--- config.mk ---
export PLATFORM = sky130hd
export DESIGN_NAME = ccb_bridge
export DESIGN_NICKNAME = d
export VERILOG_FILES = /design/src/verilog/ccb_pkg.sv /design/src/verilog/ccb_bridge.sv
export SDC_FILE = /design/constraint.sdc
export NUM_CORES = 1
export LEC_CHECK = 0
export BUFFER_PORTS_ARGS = -buffer_cell sky130_fd_sc_hd__buf_2
export CAP_MARGIN = 30
export CORE_MARGIN = 2
export CORE_UTILIZATION = 40
export CTS_CLUSTER_SIZE = 20
export DETAILED_ROUTE_END_ITERATION = 10
export SYNTH_ARGS = -nofsm -noshare
export SYNTH_HDL_FRONTEND = slang
export SYNTH_SLANG_ARGS = --single-unit
export TNS_END_PERCENT = 20
--- constraint.sdc ---
create_clock -name clk_in -period 4.7 [get_ports clk_in]
set_input_delay 0 -clock clk_in [delete_from_list [all_inputs] [get_ports clk_in]]
set_output_delay 0 -clock clk_in [all_outputs]
set_load 0.05 [all_outputs]
--- src/verilog/ccb_pkg.sv ---
// Package: constants, register map and carrier types of the bridge config
// How it works
// - A forward-channel sequence error sets read-only bit 7 of bridge_control_two.
// - Writing a one to bit 6 of bridge_control_two clears the sequence error flag.
// - Bits 4-3 select SDA output delay 250, 300, 350 or 400 ns in 50 ns steps.
// - With bit 2 set, register writes arriving over the control channel are dropped.
// - Bit 2 does not block remote access to I2C targets on the local bus.
// - Bus watchdog timeout is about 50 us with bit 1 set and about 1 s otherwise.
// - Bit 0 of bridge_control_two disables the bus watchdog.
// - SDA high and idle for the timeout means the bus is treated as free.
// - SDA low and idle for the timeout makes the device drive 9 SCL pulses.
// - Bits 7-1 of far_serializer_address hold the serializer address; 0 disables access.
// - After receive lock the serializer address loads from the serializer report.
// - While the hold bit is set, auto-loading stops and the written value stays.
// - A transaction to an alias address is forwarded with the entry's physical address.
// - Forwarding on an address match happens only while pass-through is enabled.
package ccb_pkg;
  localparam logic [3:0] CCB_REG_CTRL2   = 4'h6;
  localparam logic [3:0] CCB_REG_FARSER  = 4'h7;
  localparam logic [3:0] CCB_REG_FARPER0 = 4'h8;
  localparam logic [3:0] CCB_REG_FARPER1 = 4'h9;
  localparam logic [3:0] CCB_REG_ALIAS0  = 4'ha;
  localparam logic [3:0] CCB_REG_ALIAS1  = 4'hb;
  localparam logic [3:0] CCB_REG_MISC    = 4'hc;
  localparam logic [3:0] CCB_REG_IRQ_ST  = 4'hd;
  localparam logic [3:0] CCB_REG_IRQ_MSK = 4'he;
  localparam int CCB_SEQ_ERR_BIT  = 7;
  localparam int CCB_SEQ_CLR_BIT  = 6;
  localparam int CCB_DLY_LO       = 3;
  localparam int CCB_LWB_BIT      = 2;
  localparam int CCB_FAST_BIT     = 1;
  localparam int CCB_WD_DIS_BIT   = 0;
  localparam int CCB_HOLD_BIT     = 0;
  localparam int CCB_PASS_BIT     = 0;
  localparam int CCB_RESERVED_BIT = 5;
  localparam int CCB_IRQ_SEQ      = 0;
  localparam int CCB_IRQ_FREE     = 1;
  localparam int CCB_IRQ_HUNG     = 2;
  localparam int CCB_IRQ_REJ      = 3;
  localparam logic [7:0] CCB_RESET_VAL = 8'h00;
  localparam logic [6:0] CCB_ADDR_OFF  = 7'h00;
  localparam int CCB_CLK_MHZ        = 50;
  localparam int CCB_DLY_BASE_NS    = 250;
  localparam int CCB_DLY_STEP_NS    = 50;
  localparam int CCB_CLK_NS         = 1000 / CCB_CLK_MHZ;
  localparam int CCB_WD_FAST_US     = 50;
  localparam int CCB_WD_SLOW_S      = 1;
  localparam int CCB_WD_FAST_CYC    = CCB_WD_FAST_US * CCB_CLK_MHZ;
  localparam int CCB_WD_SLOW_CYC    = CCB_WD_SLOW_S * CCB_CLK_MHZ * 1000000;
  localparam int CCB_SCL_HALF_CYC   = 250;
  localparam logic [3:0] CCB_PULSES = 4'h9;

  typedef enum logic [1:0] {
    CCB_WD_IDLE = 2'b00,
    CCB_WD_LOW  = 2'b01,
    CCB_WD_HIGH = 2'b10
  } ccb_wd_state_t;

  // One register access from the local port or the control channel
  typedef struct packed {
    logic       wr;
    logic       rd;
    logic [3:0] addr;
    logic [7:0] data;
  } ccb_access_t;

  // Transaction header heading for the serializer
  typedef struct packed {
    logic       valid;
    logic [6:0] addr;
  } ccb_fwd_t;
endpackage

--- src/verilog/ccb_bridge.sv ---
// Bridge configuration, status, bus watchdog and address remap logic
`timescale 1ns/1ps
`default_nettype none
module ccb_bridge #(
  parameter int WD_SLOW_CYC = ccb_pkg::CCB_WD_SLOW_CYC // Slow timeout
) (
  input  wire logic                clk_in,        // 50 MHz clock
  input  wire logic                rst_in,        // Async reset, high
  input  wire ccb_pkg::ccb_access_t loc_in,       // Local register access
  output logic [7:0]               rdata_out,     // Read data, next cycle
  input  wire ccb_pkg::ccb_access_t rem_in,       // Access from channel
  output logic                     rem_rej_out,   // Remote write dropped
  input  wire logic                seq_err_in,    // Sequence error pulse
  input  wire logic                rx_lock_in,    // Receive lock level
  input  wire logic [6:0]          ser_addr_in,   // Reported address
  input  wire logic                ser_addr_vld_in, // Report strobe
  input  wire ccb_pkg::ccb_fwd_t   txn_in,        // Local bus header
  output ccb_pkg::ccb_fwd_t        fwd_out,       // Forwarded header
  input  wire logic                scl_in,        // SCL pin level
  input  wire logic                sda_in,        // SDA pin level
  output logic                     scl_oe_out,    // Pull SCL low
  output logic                     bus_free_out,  // Bus judged free
  output logic [8:0]               sda_dly_ns_out, // SDA delay setting
  output logic                     irq_out        // Interrupt level
);
  import ccb_pkg::*;

  logic [7:0] ctrl2;
  logic [7:0] farser;
  logic [6:0] farper [2];
  logic [6:0] alias_a [2];
  logic       pass_en;
  logic [3:0] irq_st;
  logic [3:0] irq_msk;
  logic [1:0] scl_s;
  logic [1:0] sda_s;
  logic       scl_q;
  logic       sda_q;
  logic [31:0] wd_cnt;
  ccb_wd_state_t wd_st;
  logic [3:0] pulse_cnt;
  logic [7:0] half_cnt;
  logic       hung_ev;
  logic       free_ev;

  // Accept a write when it names the register; remote ones may be gated
  function automatic logic hit(input ccb_access_t a, input logic [3:0] r);
    hit = a.wr && (a.addr == r);
  endfunction

  wire rem_block = ctrl2[CCB_LWB_BIT];
  wire rem_ok    = rem_in.wr && !rem_block;
  wire rej_ev    = rem_in.wr && rem_block;
  wire [3:0] waddr = loc_in.wr ? loc_in.addr : rem_in.addr;
  wire [7:0] wdata = loc_in.wr ? loc_in.data : rem_in.data;
  wire       wen   = loc_in.wr || rem_ok;
  wire w_ctrl2  = wen && (waddr == CCB_REG_CTRL2);
  wire w_farser = wen && (waddr == CCB_REG_FARSER);
  wire w_misc   = wen && (waddr == CCB_REG_MISC);
  wire w_ist    = hit(loc_in, CCB_REG_IRQ_ST);
  wire w_imsk   = hit(loc_in, CCB_REG_IRQ_MSK);
  wire seq_clr  = w_ctrl2 && wdata[CCB_SEQ_CLR_BIT];
  wire hold     = farser[CCB_HOLD_BIT];
  wire autoload = rx_lock_in && ser_addr_vld_in && !hold && !w_farser;
  wire [31:0] wd_limit = ctrl2[CCB_FAST_BIT] ?
                         32'(CCB_WD_FAST_CYC - 1) : 32'(WD_SLOW_CYC - 1);
  wire wd_dis   = ctrl2[CCB_WD_DIS_BIT];
  wire edge_act = (scl_q != scl_s[1]) || (sda_q != sda_s[1]);

  // Control register; sequence error set wins over a same-cycle clear
  always_ff @(posedge clk_in or posedge rst_in) begin
    if (rst_in) begin
      ctrl2 <= CCB_RESET_VAL;
    end else begin
      if (w_ctrl2) begin
        ctrl2[4:0] <= wdata[4:0];
      end
      ctrl2[CCB_RESERVED_BIT] <= 1'b0;
      ctrl2[CCB_SEQ_CLR_BIT]  <= 1'b0;               // Self-clearing
      if (seq_err_in) begin
        ctrl2[CCB_SEQ_ERR_BIT] <= 1'b1;
      end else if (seq_clr) begin
        ctrl2[CCB_SEQ_ERR_BIT] <= 1'b0;
      end
    end
  end

  // Serializer address: software write, else auto-load unless held
  always_ff @(posedge clk_in or posedge rst_in) begin
    if (rst_in) begin
      farser <= CCB_RESET_VAL;
    end else if (w_farser) begin
      farser <= wdata;
    end else if (autoload) begin
      farser[7:1] <= ser_addr_in;
    end
  end

  // Remap table, one physical and one alias address per entry
  for (genvar i = 0; i < 2; i++) begin : g_map
    wire w_per = wen && (waddr == CCB_REG_FARPER0 + 4'(i));
    wire w_ali = wen && (waddr == CCB_REG_ALIAS0 + 4'(i));
    always_ff @(posedge clk_in or posedge rst_in) begin
      if (rst_in) begin
        farper[i]  <= CCB_ADDR_OFF;
        alias_a[i] <= CCB_ADDR_OFF;
      end else begin
        if (w_per) begin
          farper[i] <= wdata[7:1];
        end
        if (w_ali) begin
          alias_a[i] <= wdata[7:1];
        end
      end
    end
  end

  always_ff @(posedge clk_in or posedge rst_in) begin
    if (rst_in) begin
      pass_en <= 1'b0;
    end else if (w_misc) begin
      pass_en <= wdata[CCB_PASS_BIT];
    end
  end

  // Address match; a zero alias or zero serializer address never matches
  wire m0 = (alias_a[0] != CCB_ADDR_OFF) && (txn_in.addr == alias_a[0]);
  wire m1 = (alias_a[1] != CCB_ADDR_OFF) && (txn_in.addr == alias_a[1]);
  wire ms = (farser[7:1] != CCB_ADDR_OFF) && (txn_in.addr == farser[7:1]);
  wire [6:0] fwd_addr = m0 ? farper[0] : (m1 ? farper[1] : txn_in.addr);
  // Local write block plays no part here: target access stays open
  wire fwd_go = txn_in.valid && pass_en && (m0 || m1 || ms);

  always_ff @(posedge clk_in or posedge rst_in) begin
    if (rst_in) begin
      fwd_out <= '0;
    end else begin
      fwd_out.valid <= fwd_go;
      fwd_out.addr  <= fwd_addr;
    end
  end

  // Pin synchronisers; the second stage and a third-stage copy (scl_q, sda_q) are looked at
  always_ff @(posedge clk_in or posedge rst_in) begin
    if (rst_in) begin
      scl_s <= 2'b11;
      sda_s <= 2'b11;
      scl_q <= 1'b1;
      sda_q <= 1'b1;
    end else begin
      scl_s <= {scl_s[0], scl_in};
      sda_s <= {sda_s[0], sda_in};
      scl_q <= scl_s[1];
      sda_q <= sda_s[1];
    end
  end

  // Watchdog: count idle time, then judge free or drive recovery clocks
  always_ff @(posedge clk_in or posedge rst_in) begin
    if (rst_in) begin
      wd_st        <= CCB_WD_IDLE;
      wd_cnt       <= '0;
      pulse_cnt    <= '0;
      half_cnt     <= '0;
      scl_oe_out   <= 1'b0;
      bus_free_out <= 1'b0;
      hung_ev      <= 1'b0;
      free_ev      <= 1'b0;
    end else begin
      hung_ev <= 1'b0;
      free_ev <= 1'b0;
      unique case (wd_st)
        CCB_WD_IDLE: begin
          scl_oe_out <= 1'b0;
          if (wd_dis || edge_act) begin
            wd_cnt       <= '0;
            bus_free_out <= 1'b0;
          end else if (wd_cnt >= wd_limit) begin
            wd_cnt <= '0;
            if (sda_q) begin
              bus_free_out <= 1'b1;
              free_ev      <= !bus_free_out;
            end else begin
              wd_st     <= CCB_WD_LOW;
              pulse_cnt <= '0;
              half_cnt  <= '0;
              hung_ev   <= 1'b1;
            end
          end else begin
            wd_cnt <= wd_cnt + 32'h1;
          end
        end
        CCB_WD_LOW, CCB_WD_HIGH: begin
          // Open-drain SCL: pull low for half a period, release for half
          scl_oe_out <= (wd_st == CCB_WD_LOW);
          if (half_cnt == 8'(CCB_SCL_HALF_CYC - 1)) begin
            half_cnt <= '0;
            if (wd_st == CCB_WD_LOW) begin
              wd_st <= CCB_WD_HIGH;
            end else if (pulse_cnt == CCB_PULSES - 4'h1) begin
              wd_st <= CCB_WD_IDLE;
            end else begin
              pulse_cnt <= pulse_cnt + 4'h1;
              wd_st     <= CCB_WD_LOW;
            end
          end else begin
            half_cnt <= half_cnt + 8'h1;
          end
        end
        default: wd_st <= CCB_WD_IDLE;
      endcase
    end
  end

  // SDA delay in ns, base plus one step per code
  always_ff @(posedge clk_in or posedge rst_in) begin
    if (rst_in) begin
      sda_dly_ns_out <= 9'(CCB_DLY_BASE_NS);
    end else begin
      sda_dly_ns_out <= 9'(CCB_DLY_BASE_NS) +
        9'(CCB_DLY_STEP_NS) * {7'h00, ctrl2[CCB_DLY_LO +: 2]};
    end
  end

  // Interrupt status: events set, write one clears; set wins
  wire [3:0] ev = {rej_ev, hung_ev, free_ev, seq_err_in};
  always_ff @(posedge clk_in or posedge rst_in) begin
    if (rst_in) begin
      irq_st      <= '0;
      irq_msk     <= '0;
      irq_out     <= 1'b0;
      rem_rej_out <= 1'b0;
    end else begin
      irq_st      <= ev | (irq_st & ~(w_ist ? loc_in.data[3:0] : 4'h0));
      irq_msk     <= w_imsk ? loc_in.data[3:0] : irq_msk;
      irq_out     <= |(irq_st & irq_msk);
      rem_rej_out <= rej_ev;
    end
  end

  // Read mux; unmapped addresses read zero
  logic [7:0] rmux;
  always_comb begin
    rmux = 8'h00;
    unique case (loc_in.addr)
      CCB_REG_CTRL2:   rmux = ctrl2;
      CCB_REG_FARSER:  rmux = farser;
      CCB_REG_FARPER0: rmux = {farper[0], 1'b0};
      CCB_REG_FARPER1: rmux = {farper[1], 1'b0};
      CCB_REG_ALIAS0:  rmux = {alias_a[0], 1'b0};
      CCB_REG_ALIAS1:  rmux = {alias_a[1], 1'b0};
      CCB_REG_MISC:    rmux = {7'h00, pass_en};
      CCB_REG_IRQ_ST:  rmux = {4'h0, irq_st};
      CCB_REG_IRQ_MSK: rmux = {4'h0, irq_msk};
      default:         rmux = 8'h00;
    endcase
  end

  always_ff @(posedge clk_in or posedge rst_in) begin
    if (rst_in) begin
      rdata_out <= 8'h00;
    end else begin
      rdata_out <= loc_in.rd ? rmux : 8'h00;
    end
  end
endmodule
`default_nettype wire

Word-level counts from Yosys, hierarchy flattened

Index checks and enable logic that the tools add are counted.

Add/sub/neg operators: 4
Multiply operators: 1
Order comparisons: 1
Equality and inequality tests: 31
Mux-type cells: 45
Bitwise gates (word level): 4
Reduce and logical (&&, ||, !) cells: 44

Operators by type and width:

| kind                                           | count |
|---|---|
| one-hot mux 8 bit (9 select lines)             | 1 |
| two-way mux 32 bit                             | 2 |
| == test 4 bit (second input constant)          | 13 |
| two-way mux 8 bit                              | 6 |
| adder 32 x 1 -> 32 bit (second input constant) | 1 |
| >= comparator 32 x 26 -> 1 bit                 | 1 |
| two-way mux 4 bit                              | 8 |
| two-way mux 7 bit                              | 4 |
| two-way mux 26 bit                             | 1 |
| == test 7 bit                                  | 3 |
| nonzero test 7 bit                             | 3 |
| logical AND 1 bit                              | 20 |
| == test 4 x 3 -> 1 bit (second input constant) | 4 |
| one-hot mux 8 bit (2 select lines)             | 1 |
| two-way mux 1 bit                              | 14 |
| != test 2 bit (second input constant)          | 6 |
| two-way mux 2 bit                              | 5 |
| nonzero test 2 bit                             | 5 |
| adder 8 x 8 -> 9 bit (first input constant)    | 1 |
| adder 8 x 1 -> 8 bit (second input constant)   | 1 |
| bitwise AND 4 bit                              | 2 |
| == test 8 bit (second input constant)          | 1 |
| one-hot mux 4 bit (2 select lines)             | 1 |
| AND reduction 4 bit                            | 2 |
| other kinds (16)                               | 24 |

Flip-flop bits (word level): 134
Input port bits: 50
Output and inout port bits: 29
Word-level logic and storage cells: 159

Depth between registers and ports, before layout

Depth after elaboration: 8
Depth in mapped cells: 9
Depth with buffers taken out: 8

Worst setup path before layout

OpenSTA, ideal clock, no wires.

Kind: register to register
From: register ctrl2[1]
To: register half_cnt[1]
Library setup time: 125 ps
Data arrival time: 2476 ps
Required time: 4575 ps
Setup slack: 2099 ps
Cell stages (with the launch flop): 8
Path buffers: 0
Clock period less this slack: 2601 ps
Cells stage by stage: dfrtp_1 -> ha_1 -> a2111oi_2 -> nor3_1 -> o41ai_4 -> a41o_2 -> o21ai_2 -> mux2_4

Longest elaborated chain between the ends: 4

RTL lines:

| item                                 | line              | text |
|---|---|---|
| from (decl)                          | ccb_bridge.sv:28  | `logic [7:0] ctrl2;` |
| from (signal assigned)               | ccb_bridge.sv:76  | `ctrl2[4:0] <= wdata[4:0];` |
| two-way mux 26 bit                   | ccb_bridge.sv:65  | `wire [31:0] wd_limit = ctrl2[CCB_FAST_BIT] ?` |
| >= comparator 32 x 26 -> 1 bit       | ccb_bridge.sv:178 | `end else if (wd_cnt >= wd_limit) begin` |
| != test 2 bit (no source line)       | n/a               |  |
| AND reduction 4 bit (no source line) | n/a               |  |
| to (signal assigned)                 | ccb_bridge.sv:207 | `half_cnt <= half_cnt + 8'h1;` |
| to (decl)                            | ccb_bridge.sv:42  | `logic [7:0] half_cnt;` |

No other way between the ends.
A chain may end at the register's enable or synchronous reset.

Worst setup path after layout

From: register ctrl2[1]
To: register half_cnt[2]

The elaborated chain is that of the path after synthesis.

==> flow_summary.json <==
{
  "internal_power_uw": 2330,
  "worst-setup-path-type": "flop to flop",
  "tightest_slew_ns": 1.04,
  "synth_seq_cells": 133,
  "hp-start": "ser_addr_in[1]",
  "p_sw_share_pct": 32.2,
  "detail_route.wl_per_cell_um": 17.0,
  "areaGrowthSynthToFinish_pct": 18.8,
  "nNetsFinal": 886,
  "seq_area_frac_synth_pct": 46.4,
  "holdWs_ns": 0.0158,
  "r2r_slack_ns": 1.46,
  "cts.clk_slew.worst_paths_ns": 0.06,
  "drc": 0,
  "core-area_mm2": 0.0178,
  "viasPerCell": 5.49,
  "grt_max_degree": 75,
  "cts_buffer_depth": 2,
  "die_w_um": 138,
  "numCtsBuffers": 17,
  "synth_enable_flop_cells": 0,
  "dp_hpwl_um": 12800,
  "slew_headroom_pct": 29.8,
  "yosys_most_used_dff": "dfrtp_1",
  "port-buffer-count": 76,
  "track_usage_pct": 19.4,
  "first_iter_violations": 280,
  "path_max_fanout": 17,
  "ff2ff_path_depth": 8,
  "skew_ns": 0.0106,
  "postLayoutCellArea_mm2": 0.00856,
  "syn_area_mm2": 0.00721,
  "p_sw_uw": 1110,
  "async_flop_share_pct": 100,
  "setup_viol": 0,
  "synth-warning-count": 0,
  "outcome": "finished, final reports clean",
  "placement_rows": 49,
  "antenna_found_initial": 0,
  "cp-end-kind": "flop",
  "p_comb_share_pct": 20.4,
  "r2r-end": "half_cnt[2]$_DFFE_PP0P_",
  "hold_end": "farser[2]$_DFFE_PP0P_",
  "grt_pass1_vias": 5819,
  "h-tree-depth": 4,
  "hold_viol": 0,
  "p_leak_uw": 0.00375,
  "tritoncts": "done",
  "critPathRequiredTime_ns": 4.99,
  "critPathTopFamily": "compound AO/OA/AOI/OAI gates",
  "syn_area_per_cell_um2": 10.2,
  "clkPwrFrac_pct": 36.1,
  "postRouteAntennaNets": 0,
  "clock-sinks": 133,
  "tns_ns": 0,
  "start_util_pct": 40.4,
  "synth_cell_type_count": 72,
  "dieArea_mm2": 0.0191,
  "drt_first_pass_iters": 5,
  "grt_remaining_overflow": 0,
  "critPathLaunchType": "flop",
  "cp.arrival_ns": 3.53,
  "dr_total_vias": 5748,
  "drive_above_1_share_pct": 22.0,
  "ios": 79,
  "min_path_cells": 4,
  "p_per_area_mw_per_mm2": 402,
  "wirelength_um": 17800,
  "fill_cells": 1687,
  "max_stage_delay_ns": 0.76,
  "rsz0062_at_grt": "false",
  "p_seq_share_pct": 43.5,
  "grt_pass1_wl_um": 29900,
  "critPathSlowestCell": "o311ai_1",
  "timing.rr.start": "ctrl2[1]$_DFFE_PP0P_",
  "antenna_cells": 0,
  "cp_cell_sequence": "inv_1, ha_1, nand2_1, nor2_1, o311ai_1, a41oi_2, a31oi_4, o221ai_1",
  "dpl_cell_area_mm2": 0.00783,
  "peakVddDrop_v": 0.000303,
  "min_path_type": "input port to flop",
  "clock-root-buffer": "clkbuf_16",
  "finalCritPeriodShare_pct": 69.0,
  "synth_nets": 791,
  "syn_inst": 710,
  "die_y_um": 138,
  "clock.fmax_ghz": 0.309,
  "drv_slew": 0,
  "cts_resized": 0,
  "period_minus_slack_ns": 3.24,
  "clk_latency_ns": 0.42,
  "gp_congestion": 0.892,
  "crit_buf_inv": 1,
  "drv_cap": 0
}
## power by group through the flow
stage          Combinational (uW)  Sequential (uW)  Clock [uW]
2_1_floorplan                 394             1600           0
3_3_place_gp                  669             1510           0
3_5_place_dp                  695             1520           0
4_1_cts                       709             1500        1270
5_1_grt                       776             1520        1330
6_report                      703             1500        1240
## sequential cells by signal (all words and copies together), names as in the netlist, 2 cells and up
register	flops
alias_a	14
ctrl2	6
farper	14
farser	8
fwd_out	8
half_cnt	8
irq_msk	4
irq_st	4
pulse_cnt	4
rdata_out	8
scl_s	2
sda_dly_ns_out	8
sda_s	2
wd_cnt	32
wd_st	2
## synth_stat cells, types with 4 or more instances
library cell / instances / share of area [%]
a21o_1: 5 / 0.52
a21oi_1: 33 / 2.3
a22oi_1: 10 / 1.0
a31oi_1: 7 / 0.61
a32oi_1: 4 / 0.49
and2_1: 4 / 0.35
and3_1: 11 / 0.95
and4_1: 5 / 0.61
clkbuf_1: 17 / 0.89
dfrtp_1: 121 / 42
dfstp_2: 12 / 4.4
ha_1: 31 / 5.4
inv_1: 22 / 1.1
mux2_2: 32 / 5.0
mux2i_1: 13 / 1.8
nand2_1: 64 / 3.3
nand2b_1: 8 / 0.69
nand3_1: 24 / 1.7
nand3b_1: 7 / 0.73
nand4_1: 18 / 1.6
nor2_1: 69 / 3.6
nor2b_1: 7 / 0.61
nor3_1: 18 / 1.2
nor4_1: 6 / 0.52
o21ai_0: 41 / 2.8
o22ai_1: 4 / 0.35
o2bb2ai_1: 4 / 0.49
o31ai_1: 5 / 0.52
or4_1: 4 / 0.42
xnor2_1: 19 / 2.3
xor2_1: 27 / 3.3
## worst max-delay path by stage
stage	from	endpoint	depth (start not counted)
final	ctrl2[1]$_DFFE_PP0P_	half_cnt[2]$_DFFE_PP0P_	8
after global placement	ctrl2[1]$_DFFE_PP0P_	half_cnt[2]$_DFFE_PP0P_	8
after detailed placement	ctrl2[1]$_DFFE_PP0P_	half_cnt[2]$_DFFE_PP0P_	8
after global routing	ctrl2[1]$_DFFE_PP0P_	half_cnt[2]$_DFFE_PP0P_	8
after CTS	ctrl2[1]$_DFFE_PP0P_	half_cnt[2]$_DFFE_PP0P_	8
after floorplan	rst_in	alias_a[0]$_DFFE_PP0P_	1
## per-layer routing
metal  up-vias  share of wire (%)  track usage (%)  wire [um]
met1      2826                 45             25.2       8030
met4         0                1.5             5.32        269
li1       2755                  -                -          -
met2       145                 49             32.4       8690
met3        22                4.3             4.85        765
met5         -                  0                0          0
## tightest hold or removal path: stages
cell	delay [ns]
buf_2	0.08
mux2_2	0.16
nor2_1	0.05
a21oi_1	0.10
## placed cells by master (no fill, tap or decap), types with 6 or more instances in the layout
master         synthesis  layout
a21oi_1               33      33
a22oi_1               10      10
a31oi_1                7       7
and3_1                11      11
buf_2                  3      76
clkbuf_16              0      17
dfrtp_1              121     121
dfstp_2               12      12
dlygate4sd3_1          0      18
ha_1                  31      31
inv_1                 22      21
mux2_2                32      32
mux2i_1               13      13
nand2_1               64      64
nand2b_1               8       8
nand3_1               24      24
nand3b_1               7       7
nand4_1               18      18
nor2_1                69      69
nor2b_1                7       7
nor3_1                18      18
nor4_1                 6       6
o21ai_0               41      41
xnor2_1               19      19
xor2_1                27      27
## stage by stage
stage               utilization, %  total power, uW  cells  worst slack, ns
floorplan                        -             2000    710             1.17
global placement              43.6             2180    994             1.55
detailed placement            43.9             2210    997             1.49
CTS                           48.0             3480   1047             1.47
global route                  48.0             3630   1047             1.20
finish                        48.0             3440   1047             1.46
## logic make-up (layout without fill, tap and decap cells)
kind of cell / Yosys count / in the layout / share of synthesized area [%]
fa+ha+maj: 31 / 31 / 5.38
simple gates: 265 / 265 / 19.0
mux: 47 / 47 / 7.32
other cells: 1 / 1 / 0.0520
compound gates: 141 / 141 / 13.6
xor+xnor: 46 / 46 / 5.59
flops: 133 / 133 / 46.4
buf+inv: 46 / 154 / 2.72
## timing repair
| item | 4_1_cts | 5_1_grt |
|---|---|---|
| buffers inserted | 0 | 0 |
| hold buffers | 18 | 0 |
| endpoints found under the hold margin | 148 | 0 |
| endpoints found under the setup margin | 0 | 0 |
## final cells by class
cell class / count / area [um^2] / share of cell area [%]
clock buffers: 20 / 447 / 5.22
clock inverters: 12 / 108 / 1.26
repair buffers: 100 / 626 / 7.30
well taps: 229 / 287 / 3.35
inverters: 22 / 85.1 / 0.993
multi-input cells: 531 / 3670 / 42.8
flip-flops and latches: 133 / 3340 / 39.0
Note: power is estimated with default switching activity, not from simulation.
